==> src/fwtr_pkg.sv <==
// Constants, offsets and state codes for the four-wire touch readout.
// Assumes a single 25 MHz system clock and an AXI4-Lite register master.
package fwtr_pkg;
    // =====================================================
    // Timing
    localparam int CLK_MHZ = 25;
    localparam int DEBOUNCE_US = 100;
    localparam int SETTLE_US = 10;
    localparam logic [15:0] RST_DEBOUNCE = 16'(DEBOUNCE_US * CLK_MHZ);
    localparam logic [15:0] RST_SETTLE = 16'(SETTLE_US * CLK_MHZ);
    localparam logic [1:0] RST_SAMP_LOG = 2'h2;
    // =====================================================
    // Sample format
    localparam int ADC_W = 10;
    localparam int ACC_W = 13;
    // =====================================================
    // Register byte offsets
    localparam logic [7:0] OFF_CTRL = 8'h00;
    localparam logic [7:0] OFF_DEBOUNCE = 8'h04;
    localparam logic [7:0] OFF_SETTLE = 8'h08;
    localparam logic [7:0] OFF_SAMPLES = 8'h0C;
    localparam logic [7:0] OFF_STATUS = 8'h10;
    localparam logic [7:0] OFF_MASK = 8'h14;
    localparam logic [7:0] OFF_XPOS = 8'h18;
    localparam logic [7:0] OFF_YPOS = 8'h1C;
    localparam logic [7:0] OFF_LIVE = 8'h20;
    // =====================================================
    // Status and mask bit positions
    localparam int ST_TOUCH = 0;
    localparam int ST_DONE = 1;
    localparam int ST_DISCARD = 2;
    localparam int ST_W = 3;
    // =====================================================
    // Bus responses
    localparam logic [1:0] RESP_OKAY = 2'h0;
    localparam logic [1:0] RESP_SLVERR = 2'h2;
    // =====================================================
    // Sequencer states
    typedef enum logic [7:0] {
        S_IDLE = 8'h01,
        S_DETECT = 8'h02,
        S_DEBOUNCE = 8'h04,
        S_XSETTLE = 8'h08,
        S_XSAMPLE = 8'h10,
        S_YSETTLE = 8'h20,
        S_YSAMPLE = 8'h40,
        S_CHECK = 8'h80
    } fwtr_state_t;
endpackage

==> src/fwtr_readout.sv <==
// Four-wire resistive touch panel sequencer with AXI4-Lite registers.
// Assumes an external 10-bit ADC on clk_sys and pad cells that honour
// the enable and pullup controls below; only xHighIn comes from a pin.
//
// The implementer's own choices: the AXI4-Lite slave port and the address map.

// Summary of operation
// - Detect mode: x-high input with pullup, y-low driven zero, others open.
// - Low x-high level during detect counts as touch and raises touch interrupt.
// - X read: x-high driven one, x-low zero, y-low open, sample y-high.
// - Y read: y-high driven one, y-low zero, x-low open, sample x-high.
// - Low-side lines are only ever floated or pulled to zero.
// - Detect, settle and read both axes automatically without software steps.
// - Completion interrupt after the programmed number of conversions.
// - Samples are raw 10-bit values covering 1024 counts.
// - Debounce, reconfirm touch, repeat reads while held, clear touch on release.
// - Wait programmed settle after each axis setup, then take programmed samples.
module fwtr_readout
    import fwtr_pkg::*;
(
    input wire logic clk_sys,
    input wire logic rst,
    input wire logic [7:0] s_axi_awaddr,
    input wire logic s_axi_awvalid,
    output logic s_axi_awready,
    input wire logic [31:0] s_axi_wdata,
    input wire logic [3:0] s_axi_wstrb,
    input wire logic s_axi_wvalid,
    output logic s_axi_wready,
    output logic [1:0] s_axi_bresp,
    output logic s_axi_bvalid,
    input wire logic s_axi_bready,
    input wire logic [7:0] s_axi_araddr,
    input wire logic s_axi_arvalid,
    output logic s_axi_arready,
    output logic [31:0] s_axi_rdata,
    output logic [1:0] s_axi_rresp,
    output logic s_axi_rvalid,
    input wire logic s_axi_rready,
    input wire logic xHighIn,
    output logic xHighOut,
    output logic xHighOe,
    output logic xHighPullEn,
    output logic yHighOut,
    output logic yHighOe,
    output logic xLowOut,
    output logic xLowOe,
    output logic yLowOut,
    output logic yLowOe,
    output logic adcStart,
    output logic adcSelXHigh,
    input wire logic adcDone,
    input wire logic [ADC_W-1:0] adcData,
    output logic irq
);
    // =====================================================
    // Registers and state
    fwtr_state_t state, next_state;
    logic ctrlEnable;
    logic [15:0] debounceReg, settleReg, delayCnt, next_delay;
    logic [1:0] sampLog;
    logic [ST_W-1:0] status, maskReg;
    logic [ADC_W-1:0] xPos, yPos;
    logic [ACC_W-1:0] xAcc, yAcc;
    logic [3:0] sampCnt;
    logic adcBusy;
    logic syncA, syncB;
    logic awHeld, wHeld;
    logic [7:0] awAddrQ;
    logic [31:0] wDataQ;
    logic [3:0] wStrbQ;

    // =====================================================
    // Pin synchroniser; touch reads as a low sense level
    always_ff @(posedge clk_sys) begin
        syncA <= xHighIn;
        syncB <= syncA;
    end
    wire touchNow = !syncB;

    // =====================================================
    // Line drive per configuration
    wire cfgDetect = (state == S_DETECT) || (state == S_DEBOUNCE) || (state == S_CHECK);
    wire cfgX = (state == S_XSETTLE) || (state == S_XSAMPLE);
    wire cfgY = (state == S_YSETTLE) || (state == S_YSAMPLE);
    assign xHighPullEn = cfgDetect;
    assign yLowOe = cfgDetect || cfgY;
    assign xHighOe = cfgX;
    assign xHighOut = cfgX;
    assign xLowOe = cfgX;
    assign yHighOe = cfgY;
    assign yHighOut = cfgY;
    // Low-side pads never source current, so a fixed zero is all they need
    assign xLowOut = 1'b0;
    assign yLowOut = 1'b0;
    assign adcSelXHigh = cfgY;

    // =====================================================
    // Conversion control
    wire sampling = (state == S_XSAMPLE) || (state == S_YSAMPLE);
    wire [3:0] sampGoal = 4'h1 << sampLog;
    wire lastDone = sampling && adcDone && (sampCnt == sampGoal - 4'h1);
    assign adcStart = sampling && !adcBusy && !adcDone;
    wire delayZero = (delayCnt == 16'h0000);
    wire releaseEv = (state == S_CHECK) && delayZero && !touchNow && ctrlEnable;
    wire doneEv = (state == S_CHECK) && delayZero && touchNow && ctrlEnable;
    // Sense ignored until the pullup has settled and the sync has flushed
    wire touchEv = (state == S_DETECT) && delayZero && touchNow && ctrlEnable;

    // =====================================================
    // Sequencer
    always_comb begin
        next_state = state;
        unique case (state)
            S_IDLE: if (ctrlEnable) next_state = S_DETECT;
            S_DETECT: begin
                if (!ctrlEnable) next_state = S_IDLE;
                else if (touchNow && delayZero) next_state = S_DEBOUNCE;
            end
            S_DEBOUNCE: if (delayZero) next_state = touchNow ? S_XSETTLE : S_DETECT;
            S_XSETTLE: if (delayZero) next_state = S_XSAMPLE;
            S_XSAMPLE: if (lastDone) next_state = S_YSETTLE;
            S_YSETTLE: if (delayZero) next_state = S_YSAMPLE;
            S_YSAMPLE: if (lastDone) next_state = S_CHECK;
            S_CHECK: begin
                if (!ctrlEnable) next_state = S_IDLE;
                else if (delayZero) next_state = touchNow ? S_XSETTLE : S_DETECT;
            end
        endcase
    end

    always_comb begin
        next_delay = delayZero ? delayCnt : delayCnt - 16'h0001;
        if (next_state != state) begin
            if (next_state == S_DEBOUNCE) next_delay = debounceReg;
            else next_delay = settleReg;
        end
    end

    always_ff @(posedge clk_sys) begin
        if (rst) begin
            state <= S_IDLE;
            delayCnt <= 16'h0000;
            adcBusy <= 1'b0;
            sampCnt <= 4'h0;
        end else begin
            state <= next_state;
            delayCnt <= next_delay;
            adcBusy <= adcStart || (adcBusy && !adcDone);
            sampCnt <= (!sampling || lastDone) ? 4'h0 : sampCnt + 4'(adcDone);
        end
    end

    // Accumulators restart with every measurement set
    always_ff @(posedge clk_sys) begin
        if (rst || (state != S_XSETTLE && next_state == S_XSETTLE)) begin
            xAcc <= '0;
            yAcc <= '0;
        end else if (adcDone && state == S_XSAMPLE) begin
            xAcc <= xAcc + ACC_W'(adcData);
        end else if (adcDone && state == S_YSAMPLE) begin
            yAcc <= yAcc + ACC_W'(adcData);
        end
    end

    // A set is published only once the touch is reconfirmed
    always_ff @(posedge clk_sys) begin
        if (rst) begin
            xPos <= '0;
            yPos <= '0;
        end else if (doneEv) begin
            xPos <= ADC_W'(xAcc >> sampLog);
            yPos <= ADC_W'(yAcc >> sampLog);
        end
    end

    // =====================================================
    // Register bus
    wire arTake = s_axi_arvalid && s_axi_arready;
    wire doWrite = awHeld && wHeld && !s_axi_bvalid;
    assign s_axi_awready = !awHeld && !s_axi_bvalid;
    assign s_axi_wready = !wHeld && !s_axi_bvalid;
    assign s_axi_arready = !s_axi_rvalid;

    function automatic logic mapped(input logic [7:0] a);
        return (a[1:0] == 2'h0) && (a <= OFF_LIVE);
    endfunction

    function automatic logic [31:0] regValue(input logic [7:0] a);
        unique case (a)
            OFF_CTRL: return {31'h0, ctrlEnable};
            OFF_DEBOUNCE: return {16'h0, debounceReg};
            OFF_SETTLE: return {16'h0, settleReg};
            OFF_SAMPLES: return {30'h0, sampLog};
            OFF_STATUS: return {29'h0, status};
            OFF_MASK: return {29'h0, maskReg};
            OFF_XPOS: return {22'h0, xPos};
            OFF_YPOS: return {22'h0, yPos};
            OFF_LIVE: return {23'h0, touchNow, state};
            default: return 32'h0;
        endcase
    endfunction

    wire [31:0] strbMask = {{8{wStrbQ[3]}}, {8{wStrbQ[2]}}, {8{wStrbQ[1]}}, {8{wStrbQ[0]}}};
    // Function reads registers directly, so it must sit where those are sensed
    logic [31:0] wrOld;
    always_comb wrOld = regValue(awAddrQ);
    wire [31:0] wrVal = (wrOld & ~strbMask) | (wDataQ & strbMask);
    wire wrCtrl = doWrite && awAddrQ == OFF_CTRL;
    wire wrDeb = doWrite && awAddrQ == OFF_DEBOUNCE;
    wire wrSet = doWrite && awAddrQ == OFF_SETTLE;
    wire wrSamp = doWrite && awAddrQ == OFF_SAMPLES;
    wire wrMask = doWrite && awAddrQ == OFF_MASK;

    always_ff @(posedge clk_sys) begin
        if (rst) begin
            awHeld <= 1'b0;
            wHeld <= 1'b0;
            awAddrQ <= 8'h00;
            wDataQ <= 32'h0;
            wStrbQ <= 4'h0;
            s_axi_bvalid <= 1'b0;
            s_axi_bresp <= RESP_OKAY;
        end else begin
            if (s_axi_awvalid && s_axi_awready) begin
                awHeld <= 1'b1;
                awAddrQ <= s_axi_awaddr;
            end else if (doWrite) begin
                awHeld <= 1'b0;
            end
            if (s_axi_wvalid && s_axi_wready) begin
                wHeld <= 1'b1;
                wDataQ <= s_axi_wdata;
                wStrbQ <= s_axi_wstrb;
            end else if (doWrite) begin
                wHeld <= 1'b0;
            end
            if (doWrite) begin
                s_axi_bvalid <= 1'b1;
                s_axi_bresp <= mapped(awAddrQ) ? RESP_OKAY : RESP_SLVERR;
            end else if (s_axi_bready) begin
                s_axi_bvalid <= 1'b0;
            end
        end
    end

    always_ff @(posedge clk_sys) begin
        if (rst) begin
            ctrlEnable <= 1'b0;
            debounceReg <= RST_DEBOUNCE;
            settleReg <= RST_SETTLE;
            sampLog <= RST_SAMP_LOG;
            maskReg <= '0;
        end else begin
            if (wrCtrl) ctrlEnable <= wrVal[0];
            if (wrDeb) debounceReg <= wrVal[15:0];
            if (wrSet) settleReg <= wrVal[15:0];
            if (wrSamp) sampLog <= wrVal[1:0];
            if (wrMask) maskReg <= wrVal[ST_W-1:0];
        end
    end

    always_ff @(posedge clk_sys) begin
        if (rst) begin
            s_axi_rvalid <= 1'b0;
            s_axi_rdata <= 32'h0;
            s_axi_rresp <= RESP_OKAY;
        end else if (arTake) begin
            s_axi_rvalid <= 1'b1;
            s_axi_rdata <= regValue(s_axi_araddr);
            s_axi_rresp <= mapped(s_axi_araddr) ? RESP_OKAY : RESP_SLVERR;
        end else if (s_axi_rready) begin
            s_axi_rvalid <= 1'b0;
        end
    end

    // =====================================================
    // Interrupt status: read clears, release clears touch, set wins
    wire stsRead = arTake && s_axi_araddr == OFF_STATUS;
    wire [ST_W-1:0] stsSet = {releaseEv, doneEv, touchEv};
    wire [ST_W-1:0] stsClr = {ST_W{stsRead}} | {{(ST_W-1){1'b0}}, releaseEv};

    always_ff @(posedge clk_sys) begin
        if (rst) status <= '0;
        else status <= (status & ~stsClr) | stsSet;
    end
    assign irq = |(status & maskReg);
endmodule // fwtr_readout

==> config.mk <==
export PLATFORM = sky130hd
export DESIGN_NAME = fwtr_readout
export DESIGN_NICKNAME = d
export VERILOG_FILES = /design/src/fwtr_pkg.sv /design/src/fwtr_readout.sv
export SDC_FILE = /design/constraint.sdc
export NUM_CORES = 1
export LEC_CHECK = 0
export BUFFER_PORTS_ARGS = -buffer_cell sky130_fd_sc_hd__buf_2
export CAP_MARGIN = 20
export CORE_MARGIN = 2
export CORE_UTILIZATION = 63
export DETAILED_ROUTE_END_ITERATION = 8
export GPL_ROUTABILITY_DRIVEN = 0
export PLACE_DENSITY = 0.86
export SYNTH_ARGS = -nofsm -noshare
export SYNTH_HDL_FRONTEND = slang
export SYNTH_SLANG_ARGS = --single-unit
export TNS_END_PERCENT = 30
==> constraint.sdc <==
create_clock -name clk_sys -period 4.1 [get_ports clk_sys]
set_clock_uncertainty 0.1 [all_clocks]
set_input_delay 0.205 -clock clk_sys [delete_from_list [all_inputs] [get_ports clk_sys]]
set_output_delay 0.205 -clock clk_sys [all_outputs]
set_load 0.03 [all_outputs]
Yosys cells after proc, flatten, opt, wreduce, memory -nomap -nowiden
Cells that the tools add are included.
{"block": "totals", "ram_bits": 0, "in_bits": 71, "out_inout_bits": 53, "ff_bits": 184, "romBits": 0, "elab_cells": 162, "latchBits": 0, "mem_count": 0}
{"block": "op_classes", "mul": 0, "add_sub_neg": 5, "magnitude_cmp": 2, "bitwise": 10, "div_mod_pow": 0, "n_eq_ne": 30, "shifts": 3, "n_mux": 25, "reduce_logical": 61}
{"cell": "case mux 16 bit (9 select lines)", "n": 2}
{"cell": "equality test 8 x 5 -> 1 bit, second input constant", "n": 9}
{"cell": "2-to-1 mux 8 bit", "n": 9}
{"cell": "case mux 8 bit (8 select lines)", "n": 1}
{"cell": "equality test 8 x 4 -> 1 bit, second input constant", "n": 6}
{"cell": "2-to-1 mux 16 bit", "n": 3}
{"cell": "AND 16 bit", "n": 2}
{"cell": "equality test 8 x 3 -> 1 bit, second input constant", "n": 4}
{"cell": "logical AND 1 bit", "n": 32}
{"cell": "adder 13 x 10 -> 13 bit", "n": 2}
{"cell": ">> shifter 13 x 2 -> 10 bit", "n": 2}
{"cell": "equality test 8 x 6 -> 1 bit, second input constant", "n": 3}
{"cell": "less-or-equal comparator 8 x 6 -> 1 bit, second input constant", "n": 2}
{"cell": "zero test 16 bit", "n": 1}
{"cell": "zero test 8 bit", "n": 2}
{"cell": "NOT 16 bit", "n": 1}
{"cell": "bitwise OR 16 bit", "n": 1}
{"cell": "subtractor 16 x 1 -> 16 bit, second input constant", "n": 1}
{"cell": "logical OR 1 bit", "n": 9}
{"cell": "equality test 8 x 1 -> 1 bit, second input constant", "n": 1}
{"cell": "equality test 8 x 2 -> 1 bit, second input constant", "n": 1}
{"cell": "equality test 8 x 7 -> 1 bit, second input constant", "n": 1}
{"cell": "equality test 8 bit, second input constant", "n": 1}
{"cell": "zero test 1 bit", "n": 8}
{"cell": "other kinds (20)", "n": 32}

Longest topological paths before layout
{"block": "depth", "word_depth": 9, "depth_mapped": 10}

Least setup slack after synthesis
OpenSTA, ideal clock, no wires.
{"block": "synth_timing", "path_kind": "register -> register", "startpoint": "reg state[2]", "endpoint": "reg delayCnt[10]", "synth_period_minus_slack_ns": 2.456, "t_required_ns": 3.913, "path_slack_ns": 1.644, "arrival_ns": 2.269, "stages_incl_launch_ff": 10, "cell_sequence": "dfxtp_1 > clkbuf_1 > nor3_1 > buf_2 > and3_1 > a2111oi_2 > a221oi_2 > nand2_1 > clkbuf_1 > o31ai_1"}
{"block": "synth_between", "elab_chain_cells": 9, "word_cells_on_any_way": 26, "classes_between": "eq/ne (11); mux (12); reduce/logical (3)"}
{"element": "from (decl)", "line_no": "fwtr_readout.sv:58", "text": "fwtr_state_t state, next_state;"}
{"element": "from (signal assigned)", "line_no": "fwtr_readout.sv:147", "text": "state <= next_state;"}
{"element": "equality test 8 x 5 -> 1 bit / equality test 8 x 7 -> 1 bit (equally long branches)", "line_no": "fwtr_readout.sv:100, fwtr_readout.sv:114"}
{"element": "logical OR 1 bit", "line_no": "fwtr_readout.sv:100", "text": "wire sampling = (state == S_XSAMPLE) || (state == S_YSAMPLE);"}
{"element": "logical AND 1 bit (2 in series)", "line_no": "fwtr_readout.sv:102", "text": "wire lastDone = sampling && adcDone && (sampCnt == sampGoal - 4'h1);"}
{"element": "2-to-1 mux 8 bit, on equally long branches", "line_no": "fwtr_readout.sv:124, fwtr_readout.sv:122"}
{"element": "case mux 8 bit (8 select lines)", "line_no": "fwtr_readout.sv:114", "text": "unique case (state)"}
{"element": "equality test 8 x 3 -> 1 bit", "line_no": "fwtr_readout.sv:135", "text": "if (next_state == S_DEBOUNCE) next_delay = debounceReg;"}
{"element": "2-to-1 mux 16 bit", "line_no": "fwtr_readout.sv:135"}
{"element": "2-to-1 mux 16 bit", "line_no": "fwtr_readout.sv:134", "text": "if (next_state != state) begin"}
{"element": "to (signal assigned)", "line_no": "fwtr_readout.sv:148", "text": "delayCnt <= next_delay;"}
{"element": "to (decl)", "line_no": "fwtr_readout.sv:60", "text": "logic [15:0] debounceReg, settleReg, delayCnt, next_delay;"}
Parallel ways exist; a longest one is shown, timed or not.
A chain may end at the register's enable or synchronous reset.

Worst setup path after layout
{"block": "layout_timing", "startpoint": "reg state[6]", "endpoint": "reg state[5]"}
{"block": "layout_between", "elab_chain_cells": 6, "word_cells_on_any_way": 14, "classes_between": "eq/ne (8); mux (3); reduce/logical (3)"}
{"element": "equality test 8 x 5 -> 1 bit / equality test 8 x 7 -> 1 bit (equally long branches)", "line_no": "fwtr_readout.sv:100, fwtr_readout.sv:114"}
{"element": "logical OR 1 bit", "line_no": "fwtr_readout.sv:100"}
{"element": "logical AND 1 bit (2 in series)", "line_no": "fwtr_readout.sv:102"}
{"element": "2-to-1 mux 8 bit, on equally long branches", "line_no": "fwtr_readout.sv:124, fwtr_readout.sv:122"}
{"element": "case mux 8 bit (8 select lines) (*)", "line_no": "fwtr_readout.sv:114"}
Mark *: on every way between the ends. The rest lies on a longest branch, timed or not.

==> metrics.cfg <==
[power]
worst_ir_drop_vdd_mv = 0.391
power_density_nw_per_um2 = 384
p_leak_nw = 4.22
power_mw = 4.26

[layout]
register_area_um2 = 3320
fill_cells = 1139
nNetsFinal = 1355
fin_cells = 1462
multi_input_area_um2 = 5970
utilization_pct = 72.9
final_layout_size_suffix_gt1_share_pct = 14.7
final_common_cell = dfxtp_1
area_growth_syn_to_layout_pct = 12.9
most-common-layout-cells = 166 x dfxtp_1, 157 x nand2_1, 121 x a21oi_1, 84 x buf_2, 72 x nor2_1

[floorplanning]
die_h_um = 129
row_count = 45
die_w_um = 129
die_area_um2 = 16600
initial_core_util_pct = 64.6
pin_count = 124
coreArea_um2 = 15200

[setup_path]
reg2reg_slack_ps = 1020
slowest_stage = nor3_1
reg2reg_from = state[6]
path_cells = nor3_1, and3_1, a2111oi_2, a221o_1, nor2_1, o32ai_1
r2r-end = state[5]
crit_end = state[5]
cp.arrival_ps = 3250
r2r_cells = 6
cp_max_fo = 13
start_kind = flip-flop
critPathMaxStageDelay_ps = 630
critPathKind = flip-flop to flip-flop
cp_data_required_time_ps = 4270
crit_path_start = state[6]
worstSetupEndpointType = flip-flop

[synth]
ys_seq_elements = 166
ys.flop_type = dfxtp_1
synth_edf_count = 0
yosys_warnings = 0
syn_area_um2 = 9820
synth_cell_types = 80
synthCells = 1188
syn_area_per_cell_um2 = 8.26
async_flop_share_pct = 0
ys_seq_area_share_pct = 33.9

[placed_design]
dpl.hpwl_um = 19300
portBuffers = 85
dp_cells = 1395

[route]
route.vias.total = 9735
routedWlPerCell_um = 19.4
route.detailed.drc = 0
wl_um = 28400
final_antenna_net_count = 0
drt_iter0_markers = 1265
firstDrtPassIters = 8
drt-vias-per-instance = 6.66

[clock_tree]
post_cts_buffers = 0
root_buffer = clkbuf_16
cts_buffers = 17
htreeDepth = 4
cts_tree = done
post_cts_resized = 0
clk_pin_slew_ps = 70
cts_buffer_depth = 2
clock-sinks = 166
clk_latency_ps = 440

[grt]
grt_overflow = 0
grt_pass1_wl_um = 45200
grt_pass1_vias = 8849
grt.total_usage_pct = 34.6
antenna_found_initial = 4
grt_max_degree = 100

[timing]
min_period_ps = 3080
fmax_ghz = 0.325
final-max-slew-violation-count = 0
rsz0062_at_grt = false
tns_ps = 0
relSlewSlack_pct = 26.0
fin_crit_sh_pct = 75.1
finalSetupViolCount = 0
tightest_slew_ps = 1110
final-hold-violation-count = 0

[run_status]
status = complete, no violations

[worst_hold_path]
hp-class = input pin to flip-flop

[run]
drv_cap = 0

## critical path: cells and delay by family, from the launching register on
family	cells	cell delay, ps
AND/OR/NAND/NOR	3	1590
AO/OA/AOI/OAI	3	760
flip-flops	1	460
## area by class of cell
class	count	area share, %
diodes	3	0.0677
clock buffers	19	4.09
clock inverters	12	0.937
inverters	23	0.779
multi-input cells	913	53.8
flip-flops and latches	166	30.0
well taps	188	2.12
repair buffers	138	8.19
## cell usage after synthesis (all sizes together) (11+ instances only)
| library cell | instances | area, um^2 |
|---|---|---|
| a22oi | 19 | 143 |
| a21oi | 121 | 606 |
| o211ai | 15 | 113 |
| clkbuf | 58 | 219 |
| nor2 | 73 | 277 |
| ha | 23 | 288 |
| xor2 | 13 | 114 |
| mux2i | 41 | 423 |
| a221oi | 11 | 103 |
| nand2 | 157 | 589 |
| or3 | 11 | 68.8 |
| nand3 | 41 | 205 |
| o21ai | 71 | 355 |
| nor3 | 41 | 233 |
| and3 | 12 | 75.1 |
| dfxtp | 166 | 3320 |
| nand4 | 11 | 75.1 |
| xnor2 | 15 | 131 |
| buf | 47 | 302 |
| o2111ai | 12 | 105 |
| mux4 | 21 | 473 |
| o31ai | 15 | 113 |
| a211oi | 14 | 105 |
| nor3b | 12 | 90.1 |
| nor2b | 15 | 93.8 |
| inv | 22 | 82.6 |
## per-stage QoR
stage / setup slack, ps / instance area (um^2) / hold WS [ps]
finish: 1020 / 11100 / 85.5
global route: 842 / 11100 / 93.7
CTS: 1120 / 11100 / 64.4
detailed placement: 1150 / 10200 / 213
global placement: 1210 / 10200 / 211
floorplan: 1640 / 9890 / 133
## kinds of logic after synthesis
kind of cell	count (synthesis)	share of synthesized area, %
and+or+nand+nor	427	21.5
AOI/OAI and AO/OA	342	22.4
DFF	166	33.9
buffers and inverters	128	6.18
muxes	71	10.2
xor gates and xnor gates	28	2.50
adders and majority gates	25	3.34
other	1	0.0382
## routing by layer
| metal | GRT usage (%) | wire length [um] | up-vias |
|---|---|---|---|
| met2 | 53.4 | 12800 | 589 |
| met5 | 0 | 18 | - |
| met4 | 13.7 | 941 | 2 |
| met3 | 8.11 | 3000 | 88 |
| li1 | - | - | 4491 |
| met1 | 47.2 | 11600 | 4565 |
## power by group
group          switching, mW  internal [mW]  leakage (nW)
combinational          0.547          0.361          2.60
clock                  0.681          0.862         0.271
sequential             0.102           1.70          1.35
## worst min path at each step
stage | startpoint | to | slack [ps] | cells past startpoint
floorplan | xHighIn | syncA | 130 | 0
global placement | xHighIn | syncA | 210 | 1
detailed placement | xHighIn | syncA | 210 | 1
CTS | s_axi_araddr[0] | s_axi_rdata[2] | 60 | 4
global route | s_axi_araddr[0] | s_axi_rdata[2] | 90 | 4
finish | s_axi_araddr[1] | s_axi_rdata[2] | 90 | 4
## timing repair
item                       in CTS  in global routing
setup endpoints to repair       0                  0
hold buffers                   33                  0
hold endpoints to repair       32                  0
## registers in the layout, indices dropped and copies added (netlist names), 2 cells and up
signal	count
status	3
wStrbQ	2
s_axi_rdata	16
maskReg	3
debounceReg	16
wDataQ	16
xPos	10
xAcc	13
sampCnt	4
settleReg	16
state	8
delayCnt	16
yAcc	13
awAddrQ	8
sampLog	2
yPos	10
Power figures use the tool's default switching activity.
